<file path="src/strap_consts.svh">
`ifndef STRAP_CONSTS_SVH
`define STRAP_CONSTS_SVH

// ----------------------------------------
// Strap vector bit positions
// ----------------------------------------
`define STRAP_WIDTH 12
`define BIT_FORWARD_ENABLE 0
`define BIT_INBAND_MGMT 1
`define BIT_HOST_PORT_ROLE 2
`define BIT_HOST_PORT_SPEED 3
`define BIT_IF_TYPE_LO 4
`define BIT_IF_TYPE_HI 5
`define BIT_MGMT_SEL_LO 6
`define BIT_MGMT_SEL_HI 7
`define BIT_PHY_CFG_LO 8
`define BIT_PHY_CFG_HI 9
`define BIT_TEST_MODE 10
`define BIT_EMISSION_FILTER 11

// ----------------------------------------
// Default strap image held before the first sample
// ----------------------------------------
`define STRAP_RESET_VALUE 12'h10f

// ----------------------------------------
// Timing
// ----------------------------------------
`define CLK_PERIOD_NS 100
`define STRAP_SETTLE_NS 1000
`define STRAP_SETTLE_CYCLES ((`STRAP_SETTLE_NS + `CLK_PERIOD_NS - 1) / `CLK_PERIOD_NS)

`endif

</file>
<file path="src/strap_pkg.sv">
package strap_pkg;

  typedef enum logic [1:0] {
    IF_MII,
    IF_RMII,
    IF_RESERVED,
    IF_RGMII
  } host_if_e;

  typedef enum logic [1:0] {
    MGMT_MDIO,
    MGMT_I2C,
    MGMT_SPI
  } mgmt_if_e;

  typedef enum logic [1:0] {
    PHY_RESERVED,
    PHY_AUTONEG_EEE,
    PHY_FORCE_MDIX,
    PHY_FORCE_MDI
  } phy_mode_e;

endpackage

</file>
<file path="src/strap_config_latch.sv">
`timescale 1ns/1ps
`include "strap_consts.svh"

// How it works
// - Straps are sampled at the end of power-up or software reset.
// - Straps are also latched on power-down exit and on reset release.
// - Forward strap 0 holds forwarding until software start bit; 1 forwards at once.
// - In-band management strap 0 enables, 1 disables (default).
// - Role 0: PHY side in MII, drive RMII reference clock, no in-band status.
// - Role 1: MAC side in MII, accept reference clock, in-band status on.
// - Speed strap 0 selects gigabit, 1 selects 100 megabit.
// - Interface type 00 MII, 01 RMII, 11 RGMII, 10 reserved.
// - Management 00 MDIO, 01 I2C, 1x SPI.
// - PHY code 01 autoneg with EEE; 10/11 forced 100 full, MDI-X/MDI.
// - Test strap 0 normal, 1 vendor test mode; board keeps it 0.
// - Emission filter strap 0 off, 1 on.
module strap_config_latch
  import strap_pkg::*;
#(
  parameter int SETTLE_CYCLES = `STRAP_SETTLE_CYCLES
) (
  input wire logic CLK,
  input wire logic NRST,
  input wire logic SW_RESET,
  input wire logic PWRDN_EXIT,
  input wire logic START_SWITCH,
  input wire logic STRAP_FORWARD_ENABLE,
  input wire logic STRAP_INBAND_MGMT,
  input wire logic STRAP_HOST_PORT_ROLE,
  input wire logic STRAP_HOST_PORT_SPEED,
  input wire logic STRAP_IF_TYPE_HI,
  input wire logic STRAP_IF_TYPE_LO,
  input wire logic STRAP_MGMT_SEL_HI,
  input wire logic STRAP_MGMT_SEL_LO,
  input wire logic STRAP_PHY_CFG_HI,
  input wire logic STRAP_PHY_CFG_LO,
  input wire logic STRAP_TEST_MODE,
  input wire logic STRAP_EMISSION_FILTER,
  output logic CONFIG_VALID,
  output logic FORWARD_ENABLE,
  output logic INBAND_MANAGEMENT,
  output logic HOST_PHY_SIDE,
  output logic REF_CLOCK_OUTPUT_EN,
  output logic REF_CLOCK_INPUT_SEL,
  output logic INBAND_LINK_STATUS,
  output logic HOST_GIGABIT,
  output host_if_e HOST_IF_TYPE,
  output logic HOST_IF_RESERVED,
  output mgmt_if_e MGMT_IF,
  output logic MDIO_MANAGEMENT_IF,
  output logic PHY_AUTONEG_EN,
  output logic PHY_EEE_EN,
  output logic PHY_FORCE_100FD,
  output logic PHY_MDIX,
  output logic PHY_CFG_RESERVED,
  output logic TEST_MODE,
  output logic EMISSION_FILTER
);

  // ----------------------------------------
  // Pin capture
  // ----------------------------------------
  logic [`STRAP_WIDTH-1:0] pins;
  logic [`STRAP_WIDTH-1:0] pins_stable;
  logic [`STRAP_WIDTH-1:0] strap_reg;
  logic settle_start;
  logic settle_done;
  logic por_pending_reg;
  logic sw_reset_d_reg;
  logic pwrdn_d_reg;
  logic start_bit_reg;
  logic valid_reg;

  assign pins = {STRAP_EMISSION_FILTER, STRAP_TEST_MODE, STRAP_PHY_CFG_HI, STRAP_PHY_CFG_LO,
                 STRAP_MGMT_SEL_HI, STRAP_MGMT_SEL_LO, STRAP_IF_TYPE_HI, STRAP_IF_TYPE_LO,
                 STRAP_HOST_PORT_SPEED, STRAP_HOST_PORT_ROLE, STRAP_INBAND_MGMT,
                 STRAP_FORWARD_ENABLE};

  strap_sync #(
    .WIDTH(`STRAP_WIDTH)
  ) u_sync (
    .CLK(CLK),
    .NRST(NRST),
    .pin_in(pins),
    .pin_stable(pins_stable)
  );

  // ----------------------------------------
  // Sampling events
  // ----------------------------------------
  // Reset release arms a pending sample; the settle wait lets the
  // synchroniser flush its reset image before the pins are trusted.
  always_ff @(posedge CLK or negedge NRST) begin
    if (!NRST) begin
      por_pending_reg <= 1'b1;
      sw_reset_d_reg <= 1'b0;
      pwrdn_d_reg <= 1'b0;
    end else begin
      por_pending_reg <= 1'b0;
      sw_reset_d_reg <= SW_RESET;
      pwrdn_d_reg <= PWRDN_EXIT;
    end
  end

  // Software reset and power-down exit sample at the falling edge of their request
  assign settle_start = por_pending_reg | (sw_reset_d_reg & ~SW_RESET) |
                        (pwrdn_d_reg & ~PWRDN_EXIT);

  // A reset-release sample must wait out the synchroniser refill, so the
  // settle count never drops below its depth whatever the parameter says
  localparam int SYNC_REFILL = 3;
  localparam int SETTLE_USED = (SETTLE_CYCLES < SYNC_REFILL) ? SYNC_REFILL : SETTLE_CYCLES;

  strap_settle #(
    .CYCLES(SETTLE_USED)
  ) u_settle (
    .CLK(CLK),
    .NRST(NRST),
    .start(settle_start),
    .done(settle_done)
  );

  always_ff @(posedge CLK or negedge NRST) begin
    if (!NRST) begin
      strap_reg <= `STRAP_RESET_VALUE;
      valid_reg <= 1'b0;
    end else if (settle_done) begin
      strap_reg <= pins_stable;
      // A start in the same cycle leaves the new sample pending again
      valid_reg <= ~settle_start;
    end else if (settle_start) begin
      valid_reg <= 1'b0;
    end
    // Held otherwise, so later LED or data activity on the pins is ignored
  end

  // Software start bit lives only until the next sampling event
  always_ff @(posedge CLK or negedge NRST) begin
    if (!NRST) begin
      start_bit_reg <= 1'b0;
    end else if (settle_start) begin
      start_bit_reg <= 1'b0;
    end else if (START_SWITCH) begin
      start_bit_reg <= 1'b1;
    end
  end

  // ----------------------------------------
  // Decode
  // ----------------------------------------
  logic role;
  logic [1:0] if_code;
  logic [1:0] mgmt_code;
  logic [1:0] phy_code;

  assign role = strap_reg[`BIT_HOST_PORT_ROLE];
  assign if_code = {strap_reg[`BIT_IF_TYPE_HI], strap_reg[`BIT_IF_TYPE_LO]};
  assign mgmt_code = {strap_reg[`BIT_MGMT_SEL_HI], strap_reg[`BIT_MGMT_SEL_LO]};
  assign phy_code = {strap_reg[`BIT_PHY_CFG_HI], strap_reg[`BIT_PHY_CFG_LO]};

  always_comb begin
    case (if_code)
      2'h0: HOST_IF_TYPE = IF_MII;
      2'h1: HOST_IF_TYPE = IF_RMII;
      2'h3: HOST_IF_TYPE = IF_RGMII;
      default: HOST_IF_TYPE = IF_RESERVED;
    endcase
  end

  always_comb begin
    case (mgmt_code)
      2'h0: MGMT_IF = MGMT_MDIO;
      2'h1: MGMT_IF = MGMT_I2C;
      default: MGMT_IF = MGMT_SPI;
    endcase
  end

  // Forwarding waits for valid straps so no packet passes on the reset image
  assign CONFIG_VALID = valid_reg;
  assign FORWARD_ENABLE = valid_reg & (strap_reg[`BIT_FORWARD_ENABLE] | start_bit_reg);
  // Strap is active low; the board is trusted not to pair it with I2C
  assign INBAND_MANAGEMENT = ~strap_reg[`BIT_INBAND_MGMT];
  assign HOST_PHY_SIDE = (HOST_IF_TYPE == IF_MII) & ~role;
  assign REF_CLOCK_OUTPUT_EN = (HOST_IF_TYPE == IF_RMII) & ~role;
  assign REF_CLOCK_INPUT_SEL = (HOST_IF_TYPE == IF_RMII) & role;
  assign INBAND_LINK_STATUS = (HOST_IF_TYPE == IF_RGMII) & role;
  // Speed pin relies on the board keeping 100M for MII/RMII
  assign HOST_GIGABIT = ~strap_reg[`BIT_HOST_PORT_SPEED];
  assign HOST_IF_RESERVED = (HOST_IF_TYPE == IF_RESERVED);
  assign MDIO_MANAGEMENT_IF = (MGMT_IF == MGMT_MDIO);
  assign PHY_AUTONEG_EN = (phy_code == 2'h1);
  assign PHY_EEE_EN = (phy_code == 2'h1);
  assign PHY_FORCE_100FD = phy_code[1];
  assign PHY_MDIX = (phy_code == 2'h2);
  assign PHY_CFG_RESERVED = (phy_code == 2'h0);
  assign TEST_MODE = strap_reg[`BIT_TEST_MODE];
  assign EMISSION_FILTER = strap_reg[`BIT_EMISSION_FILTER];

  // ----------------------------------------
  // Checks
  // ----------------------------------------
  sample_after_settle_a: assert property (@(posedge CLK) disable iff (!NRST)
    settle_done |=> strap_reg == $past(pins_stable))
    else $error("strap image not taken on settle done");

  resample_on_start_a: assert property (@(posedge CLK) disable iff (!NRST)
    $fell(SW_RESET) |=> !valid_reg)
    else $error("software reset exit did not restart sampling");

  hold_between_a: assert property (@(posedge CLK) disable iff (!NRST)
    !settle_done |=> $stable(strap_reg))
    else $error("strap image changed without a sample");

  forward_gate_a: assert property (@(posedge CLK) disable iff (!NRST)
    valid_reg && !strap_reg[`BIT_FORWARD_ENABLE] && !start_bit_reg |-> !FORWARD_ENABLE)
    else $error("forwarding without start bit");

  forward_start_a: assert property (@(posedge CLK) disable iff (!NRST)
    START_SWITCH && valid_reg && !settle_start ##1 valid_reg |-> FORWARD_ENABLE)
    else $error("start bit did not enable forwarding");

  inband_polarity_a: assert property (@(posedge CLK) disable iff (!NRST)
    INBAND_MANAGEMENT != strap_reg[`BIT_INBAND_MGMT])
    else $error("in-band management polarity wrong");

  refclk_role_a: assert property (@(posedge CLK) disable iff (!NRST)
    !(REF_CLOCK_OUTPUT_EN && REF_CLOCK_INPUT_SEL))
    else $error("reference clock both driven and accepted");

  phy_force_a: assert property (@(posedge CLK) disable iff (!NRST)
    PHY_FORCE_100FD |-> !PHY_AUTONEG_EN && (PHY_MDIX == !strap_reg[`BIT_PHY_CFG_LO]))
    else $error("forced PHY mode decode wrong");

  mgmt_spi_a: assert property (@(posedge CLK) disable iff (!NRST)
    strap_reg[`BIT_MGMT_SEL_HI] |-> MGMT_IF == MGMT_SPI)
    else $error("SPI not selected for upper code");

  valid_on_done_a: assert property (@(posedge CLK) disable iff (!NRST)
    $rose(valid_reg) |-> $past(settle_done))
    else $error("config valid rose without a finished sample");

  pwrdn_restart_a: assert property (@(posedge CLK) disable iff (!NRST)
    $fell(PWRDN_EXIT) |=> !valid_reg)
    else $error("power-down exit did not restart sampling");

  start_clear_a: assert property (@(posedge CLK) disable iff (!NRST)
    settle_start |=> !start_bit_reg)
    else $error("start bit survived a new sample");

  forward_wait_a: assert property (@(posedge CLK) disable iff (!NRST)
    !valid_reg |-> !FORWARD_ENABLE)
    else $error("forwarding before straps were valid");

  mii_side_a: assert property (@(posedge CLK) disable iff (!NRST)
    HOST_IF_TYPE == IF_MII |-> HOST_PHY_SIDE == !role)
    else $error("MII side decode wrong");

  rmii_clock_out_a: assert property (@(posedge CLK) disable iff (!NRST)
    HOST_IF_TYPE == IF_RMII && !role |-> REF_CLOCK_OUTPUT_EN)
    else $error("reference clock not driven in clock mode");

  rmii_clock_in_a: assert property (@(posedge CLK) disable iff (!NRST)
    HOST_IF_TYPE == IF_RMII && role |-> REF_CLOCK_INPUT_SEL)
    else $error("reference clock not accepted in normal mode");

  rgmii_status_a: assert property (@(posedge CLK) disable iff (!NRST)
    HOST_IF_TYPE == IF_RGMII |-> INBAND_LINK_STATUS == role)
    else $error("in-band link status decode wrong");

  speed_select_a: assert property (@(posedge CLK) disable iff (!NRST)
    HOST_GIGABIT != strap_reg[`BIT_HOST_PORT_SPEED])
    else $error("host speed decode wrong");

  if_reserved_a: assert property (@(posedge CLK) disable iff (!NRST)
    HOST_IF_RESERVED == (if_code == 2'h2))
    else $error("reserved interface code not flagged");

  mgmt_mdio_a: assert property (@(posedge CLK) disable iff (!NRST)
    MDIO_MANAGEMENT_IF == (mgmt_code == 2'h0))
    else $error("MDIO management decode wrong");

  phy_autoneg_a: assert property (@(posedge CLK) disable iff (!NRST)
    phy_code == 2'h1 |-> PHY_AUTONEG_EN && PHY_EEE_EN && !PHY_FORCE_100FD)
    else $error("auto-negotiation decode wrong");

  phy_reserved_a: assert property (@(posedge CLK) disable iff (!NRST)
    PHY_CFG_RESERVED == (phy_code == 2'h0))
    else $error("reserved PHY code not flagged");

  test_mode_a: assert property (@(posedge CLK) disable iff (!NRST)
    TEST_MODE == strap_reg[`BIT_TEST_MODE])
    else $error("test mode decode wrong");

  emission_filter_a: assert property (@(posedge CLK) disable iff (!NRST)
    EMISSION_FILTER == strap_reg[`BIT_EMISSION_FILTER])
    else $error("emission filter decode wrong");

endmodule

</file>
<file path="src/strap_settle.sv">
`timescale 1ns/1ps
`include "strap_consts.svh"

module strap_settle #(
  parameter int CYCLES = 10
) (
  input wire logic CLK,
  input wire logic NRST,
  input wire logic start,
  output logic done
);

  logic [15:0] count_reg;
  logic busy_reg;

  // ----------------------------------------
  // Waits for strap pins to settle, then pulses done once
  // ----------------------------------------
  always_ff @(posedge CLK or negedge NRST) begin
    if (!NRST) begin
      count_reg <= 16'h0000;
      busy_reg <= 1'b0;
      done <= 1'b0;
    end else begin
      done <= 1'b0;
      if (start) begin
        count_reg <= 16'(CYCLES - 1);
        busy_reg <= 1'b1;
      end else if (busy_reg) begin
        if (count_reg == 16'h0000) begin
          busy_reg <= 1'b0;
          done <= 1'b1;
        end else begin
          count_reg <= count_reg - 16'h0001;
        end
      end
    end
  end

endmodule

</file>
<file path="src/strap_sync.sv">
`timescale 1ns/1ps
`include "strap_consts.svh"

module strap_sync #(
  parameter int WIDTH = 12
) (
  input wire logic CLK,
  input wire logic NRST,
  input wire logic [WIDTH-1:0] pin_in,
  output logic [WIDTH-1:0] pin_stable
);

  logic [WIDTH-1:0] s1_reg;
  logic [WIDTH-1:0] s2_reg;
  logic [WIDTH-1:0] s3_reg;

  // ----------------------------------------
  // Three-stage capture of the pins
  // ----------------------------------------
  always_ff @(posedge CLK or negedge NRST) begin
    if (!NRST) begin
      s1_reg <= WIDTH'(`STRAP_RESET_VALUE);
      s2_reg <= WIDTH'(`STRAP_RESET_VALUE);
      s3_reg <= WIDTH'(`STRAP_RESET_VALUE);
    end else begin
      s1_reg <= pin_in;
      s2_reg <= s1_reg;
      s3_reg <= s2_reg;
    end
  end

  // A bit changes only once stages two and three agree
  always_ff @(posedge CLK or negedge NRST) begin
    if (!NRST) begin
      pin_stable <= WIDTH'(`STRAP_RESET_VALUE);
    end else begin
      for (int i = 0; i < WIDTH; i++) begin
        if (s2_reg[i] == s3_reg[i]) begin
          pin_stable[i] <= s3_reg[i];
        end
      end
    end
  end

endmodule
</file>
<file path="config.mk">
export PLATFORM = sky130hd
export DESIGN_NAME = strap_config_latch
export DESIGN_NICKNAME = d
export VERILOG_FILES = /design/src/strap_pkg.sv /design/src/strap_config_latch.sv /design/src/strap_settle.sv /design/src/strap_sync.sv
export VERILOG_INCLUDE_DIRS = /design/src
export SDC_FILE = /design/constraint.sdc
export NUM_CORES = 1
export LEC_CHECK = 0
export BUFFER_PORTS_ARGS = -buffer_cell sky130_fd_sc_hd__buf_2
export CAP_MARGIN = 20
export CORE_UTILIZATION = 60
export DETAILED_ROUTE_END_ITERATION = 7
export PLACE_DENSITY = 0.81
export SYNTH_ARGS = -nofsm -noshare
export SYNTH_HDL_FRONTEND = slang
export SYNTH_SLANG_ARGS = --single-unit
</file>
<file path="constraint.sdc">
create_clock -name CLK -period 5.4 [get_ports CLK]
set_input_delay 0.27 -clock CLK [delete_from_list [all_inputs] [get_ports CLK]]
set_output_delay 0.27 -clock CLK [all_outputs]
set_load 0.1 [all_outputs]
</file>
==> metrics.csv <==
stage,metric,value,unit
routing,DRC viols,0,
floorplanning,effective utilization at floorplan,0.6408,
routing,Post-Route M1 WL,2278,um
final_layout,Layout area overhead,14.94,%
power_and_ir_drop,P_int,0.0009747,W
global_route,first-pass GRT wire length,7817,um
timing,fin worst setup slack,3.493,ns
final_layout,layout cells sized above 1,0.3467,
floorplanning,die area,5469,sq um
clocking,Clock Latency Late Sink,0.35,ns
flow_run,max-cap viol count,0,
floorplanning,# rows,25,
timing,Slew @ Worst Pin,0.9618,ns
yosys,top-count cell post-synth,dfrtp_1,
routing,DR WL met2,2275,um
global_route,Overall Global Routing Usage,0.2002,
power_and_ir_drop,Sw Share,0.2985,
power_and_ir_drop,switching pwr,0.0004148,W
outcome,run status,"complete, no violations",
place,placed cells,323,
global_route,vias in the first global route,1692,
clocking,Clock transition at path regs,0.08,ns
timing,period utilization,0.3531,
worst_setup_path,crit-path max cell delay,0.52,ns
clocking,H-tree Lvls,3,
power_and_ir_drop,Seq pwr share,0.500,
timing,final slew viol count,0,
yosys,synth top area cells,"dfrtp_1 (46%), dfstp_2 (22%), maj3_1 (3.9%)",
min_path,HP Class,input port to flop,
timing,worst clock skew,0.01225,ns
worst_setup_path,"Req. time, crit path",5.66,ns
yosys,Post-Syn Area,3107,sq um
power_and_ir_drop,total leakage power,1.598,nW
power_and_ir_drop,maximum vdd ir drop,252.8,uV
worst_setup_path,CP Launch Type,flop,
routing,via count,1836,
clocking,clk root buf,clkbuf_8,
floorplanning,Chip Height,73.96,um
power_and_ir_drop,Comb pwr share,0.162,
timing,setup TNS,0,ns
final_layout,fin nets,287,
yosys,area share of fa/ha/maj cells after synthesis,0.04269,
worst_setup_path,worst-path cell chain,"inv_1, ha_1, nor3b_2, and3_1, or4_1, a21oi_1",
worst_setup_path,crit-path max FO,7,
yosys,simple-gate share of the synthesized area,0.1538,
yosys,syn_nets,246,
yosys,sequential share of the synthesized area,0.6790,
worst_setup_path,slowest cell on the critical path,or4_1,
timing,Max Clock Freq,524.5,MHz
worst_setup_path,Critical Path AT,2.17,ns
yosys,Most used DFF post-synth,dfrtp_1,
global_route,total gr overflow,0,
power_and_ir_drop,PwrDens,389.1,nW/um^2
global_route,largest net degree at the start of global routing,84,
clocking,CTS tree,done,
yosys,"area leader, netlist",dfrtp_1,
clocking,setup bufs post-CTS,0,
floorplanning,Die Wd,73.96,um
place,port bufs,37,
place,dpl ws,3.544,ns
clocking,clk sinks,83,
routing,final WL,4789,um
place,DPL Wire Length,3181,um
timing,Final setup viols,0,
routing,Routed WL per cell,14.04,um
routing,max layer used,met4,
yosys,Synth warnings,0,
floorplanning,core region area,4848,sq um
timing,final worst path period need,1.907,ns
timing,RSZ-0062 raised after global routing,false,
yosys,largest family of logic cells by synthesized area,simple AND/OR/NAND/NOR gates,
clocking,CTS Buf Count,9,
yosys,count of different cell masters after synthesis,45,
yosys,mux cell area share after synthesis,0.04269,
routing,initial drt markers,139,
final_layout,number of flip-flops in the largest register,16,
timing,hold slack,0.02288,ns
routing,WL met3,155,um
timing,slew margin rel.,0.3588,
place,routability cong.,0.9142,
routing,DR pass1 iterations,4,
global_route,initial antenna violation count,0,
yosys,Yosys reg bits,83,
yosys,Post-synth EDFFs,0,
worst_setup_path,CP Class,flop to flop,
power_and_ir_drop,Clk pwr share,0.338,
worst_setup_path,CP Capture Type,flop,
final_layout,n_diodes,0,
yosys,share of the synthesized area in the top cell type,0.4591,
final_layout,Non-Filler Instances,341,
yosys,Synth top cells by count,"dfrtp_1 (57), dfstp_2 (26), nand2_1 (14), nor2_1 (14), maj3_1 (12)",
timing,Final Hold Viols,0,
yosys,post-synthesis compound-gate area fraction,0.05276,
yosys,XOR/XNOR share of the synthesized area,0.005638,
yosys,synthesized area per cell,13.63,sq um
routing,Antenna Violating Nets Remaining,0,
routing,Via density,5.384,
floorplanning,I/O pins,38,
yosys,"Async S/R FF share, synth",1.000,
yosys,Synth Instances,228,
clocking,Max clock buf depth,2,
## metal layers
layer | track usage | vias to the layer above
li1 | - | 881
met1 | 0.2678 | 913
met2 | 0.3030 | 34
met3 | 0.05962 | 8
met4 | 0.09829 | 0
met5 | 0 | -
## kinds of logic (layout without fill, tap and decap cells)
kind of cell / after synthesis / count (layout)
muxes: 12 / 12
adders and majority gates: 13 / 13
xor gates and xnor gates: 2 / 2
buffers and inverters: 17 / 63
and+or+nand+nor: 76 / 76
DFF: 83 / 83
other: 1 / 1
AOI/OAI and AO/OA: 24 / 24
## cells in the final DEF, fill, tap and decap left out, drive strengths merged, types with 3 or more instances in the layout
master	n
nand2	14
a21oi	8
nand3	8
buf	37
dfstp	26
nor3	8
nor2	14
nor2b	6
dfrtp	57
inv	8
or4	4
nor4	3
o21ai	3
o31ai	3
clkbuf	12
nor3b	3
maj3	12
nand2b	3
mux2	10
## final cells by class
type | instances | area [sq um]
fillers | 340 | 1277
clock inverters | 4 | 76.32
multi-input cells | 128 | 928.4
clock buffers | 12 | 135.1
flip-flops and latches | 83 | 2110
inverters | 8 | 30.03
well taps | 67 | 83.83
repair buffers | 39 | 207.7
## worst paths after layout
path                                  startpoint                endpoint  slack, ns  cells past startpoint
max                        u_settle.count_reg[0]  u_settle.count_reg[15]       3.49                      6
min                              STRAP_TEST_MODE       u_sync.s1_reg[10]       0.02                      1
max reg2reg                u_settle.count_reg[0]  u_settle.count_reg[15]       3.49                      6
min reg2reg                     u_sync.s1_reg[9]        u_sync.s2_reg[9]       0.35                      0
max in group asynchronous                   NRST    u_sync.pin_stable[6]       4.70                      1
min in group asynchronous                   NRST       u_sync.s1_reg[11]       0.07                      1
## power by group through the flow
stage          sequential (W)  clock, W  combinational, W
6_report             0.000694  0.000470          0.000225
5_1_grt              0.000700  0.000508          0.000238
4_1_cts              0.000695  0.000480          0.000227
3_5_place_dp         0.000706         0          0.000226
3_3_place_gp         0.000703         0          0.000222
2_1_floorplan        0.000720         0          0.000167
## critical path, delay by kind of cell, from the launching register on
kind | cells | cell delay (ns)
and+or+nand+nor | 3 | 0.93
DFF | 1 | 0.44
adders and majority gates | 1 | 0.23
AOI/OAI and AO/OA | 1 | 0.16
buffers and inverters | 1 | 0.07
## stage by stage
step	cell area [sq um]	power (W)	utilization
4_1_cts	3561	0.001402	0.7345
6_report	3571	0.001390	0.7365
2_1_floorplan	3107	0.0008861	-
3_3_place_gp	3339	0.0009254	0.6888
5_1_grt	3571	0.001446	0.7365
3_5_place_dp	3339	0.0009321	0.6888
## timing repair
action | in CTS | in global routing
endpoints found under the hold margin | 1 | 1
gates resized for setup | 0 | 0
hold buffers | 1 | 1
(Power assumes the default switching activity.)
